$ cat src/logic/adpwm_consts.svh
`ifndef ADPWM_CONSTS_SVH
`define ADPWM_CONSTS_SVH

// ----------------------------------------
// Clock and pacing
// ----------------------------------------
`define ADPWM_MCLK_HZ          125000000
`define ADPWM_SAMPLE_RATE_HZ   11025
`define ADPWM_CARRIER_PER_SMP  4
// Carrier cycles per PWM period, rounded to nearest; a sample is exactly four periods
`define ADPWM_CARRIER_CYC      ((`ADPWM_MCLK_HZ + (`ADPWM_CARRIER_PER_SMP * `ADPWM_SAMPLE_RATE_HZ) / 2) / (`ADPWM_CARRIER_PER_SMP * `ADPWM_SAMPLE_RATE_HZ))

// ----------------------------------------
// Buffers
// ----------------------------------------
`define ADPWM_SEG_AW           7
`define ADPWM_SEG_DEPTH        128
`define ADPWM_GROUP_LEN        4
`define ADPWM_REC_BYTES        27563
`define ADPWM_REC_SAMPLES      (2 * `ADPWM_REC_BYTES)
`define ADPWM_PCM_MID          16'h8000

`endif

$ cat src/logic/adpwm_pkg.sv
package adpwm_pkg;

	typedef enum logic [2:0] {
		ST_IDLE        = 3'b000,
		ST_PLAY_REQ    = 3'b001,
		ST_PLAY_ACTIVE = 3'b010,
		ST_REC_REQ     = 3'b011,
		ST_RECORDING   = 3'b100,
		ST_REC_STOP    = 3'b101
	} adpwm_state_t;

	typedef logic [15:0] adpwm_pcm_t;
	typedef logic [11:0] adpwm_adc_t;

endpackage

$ cat src/logic/adpwm_carrier_if.sv
`timescale 1ns/1ns
`default_nettype none

interface adpwm_carrier_if;
	logic [15:0] dutyWord;
	logic        dutyLoad;
	logic        periodEnd;
	logic        pwmLevel;

	modport ctrl  (output dutyWord, output dutyLoad, input periodEnd, input pwmLevel);
	modport timer (input dutyWord, input dutyLoad, output periodEnd, output pwmLevel);
endinterface

`default_nettype wire

$ cat src/logic/adpwm_carrier.sv
`timescale 1ns/1ns
`default_nettype none
`include "adpwm_consts.svh"

module adpwm_carrier
	import adpwm_pkg::*;
	#(parameter int CARRIER_CYC = `ADPWM_CARRIER_CYC)
	(
	input  wire logic mclk,
	input  wire logic rst_b,
	adpwm_carrier_if.timer cif
	);

	localparam logic [11:0] CYC12 = 12'(CARRIER_CYC);
	localparam logic [11:0] LAST  = 12'(CARRIER_CYC - 1);

	logic [11:0] cntQ;
	logic [11:0] cmpQ;
	logic [15:0] pendQ;
	logic        pwmQ;
	logic        perEndQ;
	logic        wrap;
	logic [27:0] scaled;
	logic [11:0] cntNext;

	assign wrap    = (cntQ == LAST);
	assign cntNext = cntQ + 12'h001;
	// Offset-binary PCM scaled onto one carrier period
	// Both factors widened first so the product keeps all 28 bits
	assign scaled  = 28'(pendQ ^ `ADPWM_PCM_MID) * 28'(CYC12);

	// ----------------------------------------
	// Period counter
	// ----------------------------------------
	// one period, four per tick
	always_ff @(posedge mclk or negedge rst_b) begin
		if (!rst_b) begin
			cntQ <= 12'h000;
		end else if (wrap) begin
			cntQ <= 12'h000;
		end else begin
			cntQ <= cntNext;
		end
	end

	// ----------------------------------------
	// Duty compare, double buffered
	// ----------------------------------------
	always_ff @(posedge mclk or negedge rst_b) begin
		if (!rst_b) begin
			pendQ <= `ADPWM_PCM_MID;
		end else if (cif.dutyLoad) begin
			pendQ <= cif.dutyWord;
		end
	end

	// boundary-only update
	// Late writes wait a period rather than cut the pulse short
	always_ff @(posedge mclk or negedge rst_b) begin
		if (!rst_b) begin
			cmpQ <= 12'h000;
		end else if (wrap) begin
			cmpQ <= scaled[27:16];
		end
	end

	always_ff @(posedge mclk or negedge rst_b) begin
		if (!rst_b) begin
			pwmQ    <= 1'h0;
			perEndQ <= 1'h0;
		end else begin
			pwmQ    <= wrap ? (scaled[27:16] != 12'h000) : (cntNext < cmpQ);
			perEndQ <= wrap;
		end
	end

	assign cif.pwmLevel  = pwmQ;
	assign cif.periodEnd = perEndQ;
endmodule

`default_nettype wire

$ cat src/logic/adpwm_pacer.sv
`timescale 1ns/1ns
`default_nettype none
`include "adpwm_consts.svh"

// Notes on behaviour
// - Play press enters play request; acknowledge moves to playing.
// - Sample pacing event fires once per sample at 11.025 kHz.
// - Each pacing event while a segment is armed moves the next segment word into the duty compare.
// - Carrier runs at four times sample rate: four PWM periods per update.
// - Last word of a segment raises a segment-done pulse; next segment reloads.
// - Segments repeat until the final one drains; only then playback ends.
// - Record press enters record request; acknowledge moves to recording.
// - Recording stops on switch release or full memory, whichever first.
// - Record indicator lit exactly while recording.
// - Each sample tick while recording captures one conversion result.
// - Four 12-bit results become four 16-bit PCM words and flag ready.
// - Memory holds 27563 bytes, two samples each: 55126 samples.
// - Playing cannot be cancelled before the file ends.
module adpwm_pacer
	import adpwm_pkg::*;
	#(parameter int CARRIER_CYC = `ADPWM_CARRIER_CYC)
	(
	input  wire logic                     mclk,
	input  wire logic                     rst_b,
	input  wire logic                     playSwitch,
	input  wire logic                     recordSwitch,
	input  wire logic                     reqAck,
	input  wire logic                     segWrEn,
	input  wire logic [`ADPWM_SEG_AW-1:0] segWrAddr,
	input  wire logic [15:0]              segWrData,
	input  wire logic                     segGo,
	input  wire logic [`ADPWM_SEG_AW-1:0] segBase,
	input  wire logic [`ADPWM_SEG_AW:0]   segLen,
	input  wire logic                     segLast,
	input  wire logic [11:0]              adcData,
	input  wire logic [1:0]               pcmRdIdx,
	input  wire logic                     pcmTaken,
	output var  logic                     pwmOut,
	output var  logic                     playActive,
	output var  logic                     recordIndicator,
	output var  logic                     segDoneIrq,
	output var  logic [15:0]              pcmRdData,
	output var  logic                     pcmReady,
	output var  logic                     recMemFull,
	output var  logic [2:0]               ctrlState
	);

	localparam logic [15:0]            REC_MAX = 16'(`ADPWM_REC_SAMPLES);
	localparam logic [`ADPWM_SEG_AW:0] ONE_LEFT = (`ADPWM_SEG_AW+1)'(1);

	adpwm_carrier_if cif ();

	adpwm_state_t stateQ;
	adpwm_state_t stateD;
	logic [2:0]   playShQ;
	logic [2:0]   recShQ;
	logic         playPress;
	logic         recPress;
	logic         recHeld;
	logic [1:0]   qtrQ;
	logic         tickQ;
	logic [15:0]  segMem [0:`ADPWM_SEG_DEPTH-1];
	logic         armedQ;
	logic [`ADPWM_SEG_AW-1:0] rdPtrQ;
	logic [`ADPWM_SEG_AW:0]   remainQ;
	logic         lastSegQ;
	logic [15:0]  dutyWordQ;
	logic         dutyLoadQ;
	logic         segDoneQ;
	logic         lastXfer;
	logic         playEnd;
	logic [1:0]   grpCntQ;
	adpwm_adc_t   grpQ [0:2];
	adpwm_adc_t   rawVec [0:3];
	adpwm_pcm_t   pcmBufQ [0:3];
	logic [15:0]  sampleCntQ;
	logic         recFull;
	logic         recStop;
	logic         capture;
	logic         grpDone;
	logic         pcmReadyQ;
	logic [15:0]  pcmRdDataQ;
	logic         recFullQ;
	logic         playActiveQ;
	logic         recIndQ;

	// ----------------------------------------
	// Carrier timer
	// ----------------------------------------
	adpwm_carrier #(.CARRIER_CYC(CARRIER_CYC)) uCarrier (
		.mclk  (mclk),
		.rst_b (rst_b),
		.cif   (cif)
	);

	assign cif.dutyWord = dutyWordQ;
	assign cif.dutyLoad = dutyLoadQ;

	// ----------------------------------------
	// Switch synchronisers
	// ----------------------------------------
	always_ff @(posedge mclk or negedge rst_b) begin
		if (!rst_b) begin
			playShQ <= 3'h0;
			recShQ  <= 3'h0;
		end else begin
			playShQ <= {playShQ[1:0], playSwitch};
			recShQ  <= {recShQ[1:0], recordSwitch};
		end
	end

	// Bit 0 is the metastable stage; edges are taken from bits 1 and 2 only
	assign playPress = playShQ[1] & ~playShQ[2];
	assign recPress  = recShQ[1] & ~recShQ[2];
	assign recHeld   = recShQ[1];

	// ----------------------------------------
	// Sample pacing
	// ----------------------------------------
	// one tick per four periods
	// Deriving the tick from the carrier keeps both rates locked
	always_ff @(posedge mclk or negedge rst_b) begin
		if (!rst_b) begin
			qtrQ  <= 2'h0;
			tickQ <= 1'h0;
		end else begin
			if (cif.periodEnd) begin
				qtrQ <= qtrQ + 2'h1;
			end
			tickQ <= cif.periodEnd && (qtrQ == 2'h3);
		end
	end

	// ----------------------------------------
	// Control state machine
	// ----------------------------------------
	assign lastXfer = tickQ && armedQ && (remainQ == ONE_LEFT);
	assign playEnd  = lastXfer && lastSegQ;
	assign recFull  = (sampleCntQ == REC_MAX);
	assign recStop  = !recHeld || recFull;

	always_comb begin
		stateD = stateQ;
		case (stateQ)
			ST_IDLE: begin
				if (playPress) begin
					stateD = ST_PLAY_REQ;
				end else if (recPress) begin
					stateD = ST_REC_REQ;
				end
			end
			ST_PLAY_REQ: begin
				if (reqAck) begin
					stateD = ST_PLAY_ACTIVE;
				end
			end
			ST_PLAY_ACTIVE: begin
				if (playEnd) begin
					stateD = ST_IDLE;
				end
			end
			ST_REC_REQ: begin
				if (reqAck) begin
					stateD = ST_RECORDING;
				end
			end
			ST_RECORDING: begin
				if (recStop) begin
					stateD = ST_REC_STOP;
				end
			end
			ST_REC_STOP: begin
				stateD = ST_IDLE;
			end
			default: begin
				stateD = ST_IDLE;
			end
		endcase
	end

	always_ff @(posedge mclk or negedge rst_b) begin
		if (!rst_b) begin
			stateQ      <= ST_IDLE;
			playActiveQ <= 1'h0;
			recIndQ     <= 1'h0;
		end else begin
			stateQ      <= stateD;
			playActiveQ <= (stateD == ST_PLAY_ACTIVE);
			recIndQ     <= (stateD == ST_RECORDING);
		end
	end

	// ----------------------------------------
	// Segment buffer and transfer engine
	// ----------------------------------------
	always_ff @(posedge mclk) begin
		if (segWrEn) begin
			segMem[segWrAddr] <= segWrData;
		end
	end

	// arm, walk, disarm
	// A start while armed is ignored; software waits for the done pulse
	always_ff @(posedge mclk or negedge rst_b) begin
		if (!rst_b) begin
			armedQ   <= 1'h0;
			rdPtrQ   <= '0;
			remainQ  <= '0;
			lastSegQ <= 1'h0;
		end else if (stateQ != ST_PLAY_ACTIVE) begin
			armedQ <= 1'h0;
		end else if (segGo && !armedQ && (segLen != '0)) begin
			armedQ   <= 1'h1;
			rdPtrQ   <= segBase;
			remainQ  <= segLen;
			lastSegQ <= segLast;
		end else if (tickQ && armedQ) begin
			rdPtrQ  <= rdPtrQ + 1'h1;
			remainQ <= remainQ - ONE_LEFT;
			if (remainQ == ONE_LEFT) begin
				armedQ <= 1'h0;
			end
		end
	end

	always_ff @(posedge mclk or negedge rst_b) begin
		if (!rst_b) begin
			dutyWordQ <= `ADPWM_PCM_MID;
			dutyLoadQ <= 1'h0;
			segDoneQ  <= 1'h0;
		end else begin
			if (tickQ && armedQ) begin
				dutyWordQ <= segMem[rdPtrQ];
			end
			dutyLoadQ <= tickQ && armedQ;
			segDoneQ  <= lastXfer;
		end
	end

	// ----------------------------------------
	// Capture and PCM grouping
	// ----------------------------------------
	// one result per tick
	assign capture = (stateQ == ST_RECORDING) && tickQ && !recStop;
	assign grpDone = capture && (grpCntQ == 2'h3);

	always_ff @(posedge mclk or negedge rst_b) begin
		if (!rst_b) begin
			sampleCntQ <= 16'h0000;
			grpCntQ    <= 2'h0;
			recFullQ   <= 1'h0;
		end else begin
			if ((stateQ == ST_REC_REQ) && reqAck) begin
				sampleCntQ <= 16'h0000;
				grpCntQ    <= 2'h0;
			end else if (capture) begin
				sampleCntQ <= sampleCntQ + 16'h0001;
				grpCntQ    <= grpCntQ + 2'h1;
			end
			recFullQ <= recFull;
		end
	end

	// group of four to PCM
	// Fourth result goes straight from the port so the group closes on its tick
	for (genvar i = 0; i < `ADPWM_GROUP_LEN; i++) begin : gEntry
		if (i < `ADPWM_GROUP_LEN - 1) begin : gHold
			always_ff @(posedge mclk or negedge rst_b) begin
				if (!rst_b) begin
					grpQ[i] <= 12'h000;
				end else if (capture && (grpCntQ == 2'(i))) begin
					grpQ[i] <= adcData;
				end
			end
			assign rawVec[i] = grpQ[i];
		end else begin : gLive
			assign rawVec[i] = adcData;
		end
		always_ff @(posedge mclk or negedge rst_b) begin
			if (!rst_b) begin
				pcmBufQ[i] <= 16'h0000;
			end else if (grpDone) begin
				pcmBufQ[i] <= {~rawVec[i][11], rawVec[i][10:0], 4'h0};
			end
		end
	end

	// Set wins over a same-cycle take
	always_ff @(posedge mclk or negedge rst_b) begin
		if (!rst_b) begin
			pcmReadyQ  <= 1'h0;
			pcmRdDataQ <= 16'h0000;
		end else begin
			if (grpDone) begin
				pcmReadyQ <= 1'h1;
			end else if (pcmTaken) begin
				pcmReadyQ <= 1'h0;
			end
			pcmRdDataQ <= pcmBufQ[pcmRdIdx];
		end
	end

	// ----------------------------------------
	// Outputs
	// ----------------------------------------
	assign pwmOut          = cif.pwmLevel;
	assign playActive      = playActiveQ;
	assign recordIndicator = recIndQ;
	assign segDoneIrq      = segDoneQ;
	assign pcmRdData       = pcmRdDataQ;
	assign pcmReady        = pcmReadyQ;
	assign recMemFull      = recFullQ;
	assign ctrlState       = stateQ;

	// ----------------------------------------
	// Checks
	// ----------------------------------------
	int   sinceTickQ;
	logic [2:0] perSinceQ;
	logic seenTickQ;

	always_ff @(posedge mclk or negedge rst_b) begin
		if (!rst_b) begin
			sinceTickQ <= 0;
			perSinceQ  <= 3'h0;
			seenTickQ  <= 1'h0;
		end else if (tickQ) begin
			sinceTickQ <= 0;
			perSinceQ  <= 3'h0;
			seenTickQ  <= 1'h1;
		end else begin
			sinceTickQ <= sinceTickQ + 1;
			perSinceQ  <= perSinceQ + {2'h0, cif.periodEnd};
		end
	end
endmodule

`default_nettype wire

$ cat config.mk
export PLATFORM = sky130hd
export DESIGN_NAME = adpwm_pacer
export DESIGN_NICKNAME = d
export VERILOG_FILES = /design/src/logic/adpwm_pkg.sv /design/src/logic/adpwm_carrier_if.sv /design/src/logic/adpwm_carrier.sv /design/src/logic/adpwm_pacer.sv
export VERILOG_INCLUDE_DIRS = /design/src /design/src/logic
export SDC_FILE = /design/constraint.sdc
export NUM_CORES = 2
export LEC_CHECK = 0
export BUFFER_PORTS_ARGS = -buffer_cell sky130_fd_sc_hd__buf_2
export CAP_MARGIN = 20
export CORE_MARGIN = 5
export CORE_UTILIZATION = 55
export CTS_CLUSTER_SIZE = 12
export DETAILED_ROUTE_END_ITERATION = 6
export HOLD_SLACK_MARGIN = 0.12
export PLACE_DENSITY = 0.8
export SKIP_CTS_REPAIR_TIMING = 1
export SLEW_MARGIN = 30
export SYNTH_ARGS = -nofsm -noshare
export SYNTH_HDL_FRONTEND = slang
export SYNTH_SLANG_ARGS = --single-unit
$ cat constraint.sdc
create_clock -name mclk -period 10.6 [get_ports mclk]
set_clock_uncertainty 0.15 [all_clocks]
set_input_delay 1.06 -clock mclk [delete_from_list [all_inputs] [get_ports mclk]]
set_output_delay 1.06 -clock mclk [all_outputs]
set_load 0.03 [all_outputs]
==> results.md <==
- CP Max Fanout: 6
- DP HPWL: 122 mm
- Lkg Pwr: 32.9 nW
- Worst skew pair latency: 0.83 ns
- MaxCap Viol Count: 0
- Number of vias per cell: 6.76
- Detailed-route wire length per cell: 33.5 um
- Gate Count Post-Synth: 4116
- IO Count: 86
- Synth unique cells: 68
- Post-synth EDFFs: 2048
- First-pass GRT wire length: 323 mm
- Reg clk slew, reported paths: 0.06 ns
- Share of layout cells above drive strength 1: 0.280
- Crit path DAT: 6.03 ns
- Async SR Flop Fraction: 0.0918
- CTS tree: built
- Setup CP Type: register to register
- FF-to-FF setup slack: 5.11 ns
- Worst-margin pin slew: 1.03 ns
- Root buf cell: clkbuf_16
- DP Area: 93200 um^2
- Synth-to-Final Area Change: 10.9%
- Sequential area share after synthesis: 0.745
- GRT overflow: 0
- Antenna violations before repair: 15
- Most common cell after layout, fill and taps aside: edfxtp_1
- Top_reg_cell synth: edfxtp_1
- Commonest non-fill, non-tap cells in the layout: edfxtp_1, mux4_2, clkbuf_16
- Design Power: 0.0229 W
- Final setup fails: 0
- CTS Buf Count: 212
- Fin area: 99200 um^2
- Vias in the first global route: 45983
- GRT Util Overall: 0.265
- CTS Buffer Depth: 3
- DRT Wirelength: 223 mm
- Worst setup EP type: register
- Post-Syn Area per Cell: 21.7 um^2
- Power per standard cell area: 231 nW/um^2
- Final number of hold-violating endpoints: 0
- Period Utilization, post-route: 0.518
- Data required, critical path: 11.14 ns
- Slowest stage delay, CP: 0.52 ns
- RSZ-0062 raised after global routing: no
- Peak supply drop: 0.186 mV
- Hold Path Class: register to register
- H-tree depth: 4
- FILL cells: 10452
- Initial Util: 0.552
- Row count: 148
- Initial drt markers: 7112
- Final #Nets: 4585
- Worst r2r src: uCarrier.pendQ[5]$_DFFE_PN0P_
- Crit start category: register
- Worst hold start: playShQ[0]$_DFF_PN0_
- I/O Buffers: 81
- Die Span Y: 413 um
- Highest Clock Rate: 182 MHz
- Crit path from: uCarrier.pendQ[5]$_DFFE_PN0P_
- Final Max Slew Viols: 0
- Die area: 171000 um^2
- Largest net degree at the start of global routing: 128
- Setup TNS Final: 0 ns
- CORE AREA: 162000 um^2
- Drt pass-1 iters: 6
- Crit-path slowest cell: or4_1
- Yosys warnings: 0
- Crit-path cells: ha_1 -> fa_1 -> fa_1 -> inv_1 -> fa_1 -> inv_1 -> ha_1 -> ha_1 -> a211o_1 -> a221o_1 -> a311o_1 -> a31o_2 -> xor2_1 -> or4_1 -> a2111oi_2 -> a31oi_1
- Final GP Congestion: 0.850
- Number of synthesized register bits: 2255
- Max-slew headroom: 0.312
- DRC errors left: 0
- Die Width: 413 um
- Vias: 44987
- Status: finished, final reports clean
- Mapped cell area: 89500 um^2
- Tmin final: 5.49 ns
- Clock Sinks: 2255
- ANT nets after route: 0
[cells by family (layout without fill, tap and decap cells)]
logic type      Yosys count  in the layout  share of synthesized area
compound gates          193            193                     0.0134
xor+xnor                 43             43                    0.00421
fa+ha+maj               135            135                     0.0215
buf+inv                 282            638                     0.0139
flops                  2255           2255                      0.745
mux                     782            782                      0.180
other cells               1             13                  0.0000419
simple gates            425            425                     0.0213
[cells in the mapped netlist, types with 4 or more instances]
cell type	count	area, um^2
a211oi_1	5	37.5
a21o_1	6	45.0
a21oi_1	46	230
a311oi_1	4	35.0
a31oi_1	8	50.1
and2_1	7	43.8
and3_1	8	50.1
and4_1	5	43.8
buf_1	40	150
buf_2	55	275
buf_4	24	180
clkbuf_1	79	297
dfrtp_1	205	5130
edfxtp_1	2048	61500
fa_1	31	621
ha_1	104	1300
inv_1	79	297
mux2_1	28	315
mux2_2	62	698
mux2i_1	36	360
mux4_2	656	14800
nand2_1	108	405
nand2b_1	9	56.3
nand3_1	36	180
nand4_1	10	62.6
nor2_1	188	706
nor2b_1	11	68.8
nor3_1	16	80.1
nor4_1	5	31.3
o211ai_1	5	37.5
o21a_1	7	52.6
o21ai_0	49	245
o21ai_1	19	95.1
o221ai_1	6	52.6
o22ai_1	14	87.6
or3_1	7	43.8
xnor2_1	18	158
xor2_1	25	219
[power breakdown]
part | internal, W | switching, W
Sequential | 0.00982 | 0.000284
Combinational | 0.00276 | 0.00323
Clock | 0.00373 | 0.00310
[flip-flops by register name, summed over array words and instances (netlist names), 2 cells and up]
name,cells
cif.dutyWord,16
qtrQ,2
uCarrier.pendQ,16
grpCntQ,2
rdPtrQ,7
uCarrier.cmpQ,12
ctrlState,3
sampleCntQ,16
playShQ,3
grpQ,36
pcmBufQ,48
segMem,2048
recShQ,3
uCarrier.cntQ,12
remainQ,8
pcmRdData,12
[through the flow]
step / worst slack, ns / std cells / util / hold slack, ns
2_1_floorplan: 5.44 / 4119 / - / 0.181
3_3_place_gp: 5.09 / 6348 / 0.574 / 0.190
3_5_place_dp: 5.11 / 6348 / 0.575 / 0.187
4_1_cts: 5.08 / 6648 / 0.611 / 0.0773
5_1_grt: 4.92 / 6652 / 0.612 / 0.207
6_report: 5.11 / 6659 / 0.612 / 0.198
[layer usage]
layer  global-route usage  vias up  part of all wire
li1                     -    17484                 -
met2                0.424     3521              0.49
met5              0.00287        -           0.00056
met3               0.0656      661              0.12
met4                0.118       10             0.050
met1                0.350    23311              0.34
[worst paths after layout]
check / depth (start not counted) / to
max in group asynchronous: 4 / rdPtrQ[2]$_DFFE_PN0P_
min: 0 / playShQ[1]$_DFF_PN0_
min in group asynchronous: 2 / uCarrier.cntQ[10]$_DFF_PN0_
max reg2reg: 16 / uCarrier.cif.pwmLevel$_DFF_PN0_
min reg2reg: 0 / playShQ[1]$_DFF_PN0_
max: 16 / uCarrier.cif.pwmLevel$_DFF_PN0_
[worst max-delay path, delay by kind of cell, from the launching register on]
kind	cells	cell delay (ns)
buffers and inverters	2	0.09
xor gates and xnor gates	1	0.15
DFF	1	0.49
adders and majority gates	6	2.37
and+or+nand+nor	1	0.52
AOI/OAI and AO/OA	6	1.59
[layout make-up]
type / count / area, um^2 / share of cell area
Inverter: 81 / 304 / 0.00306
Antenna cell: 9 / 22.5 / 0.000227
Tap cell: 2175 / 2720 / 0.0274
Clock inverter: 24 / 220 / 0.00222
Timing Repair Buffer: 257 / 1900 / 0.0191
Multi-Input combinational cell: 1582 / 21700 / 0.218
Sequential cell: 2255 / 66700 / 0.672
Clock buffer: 276 / 5700 / 0.0575
Power figures use the tool's default switching activity.
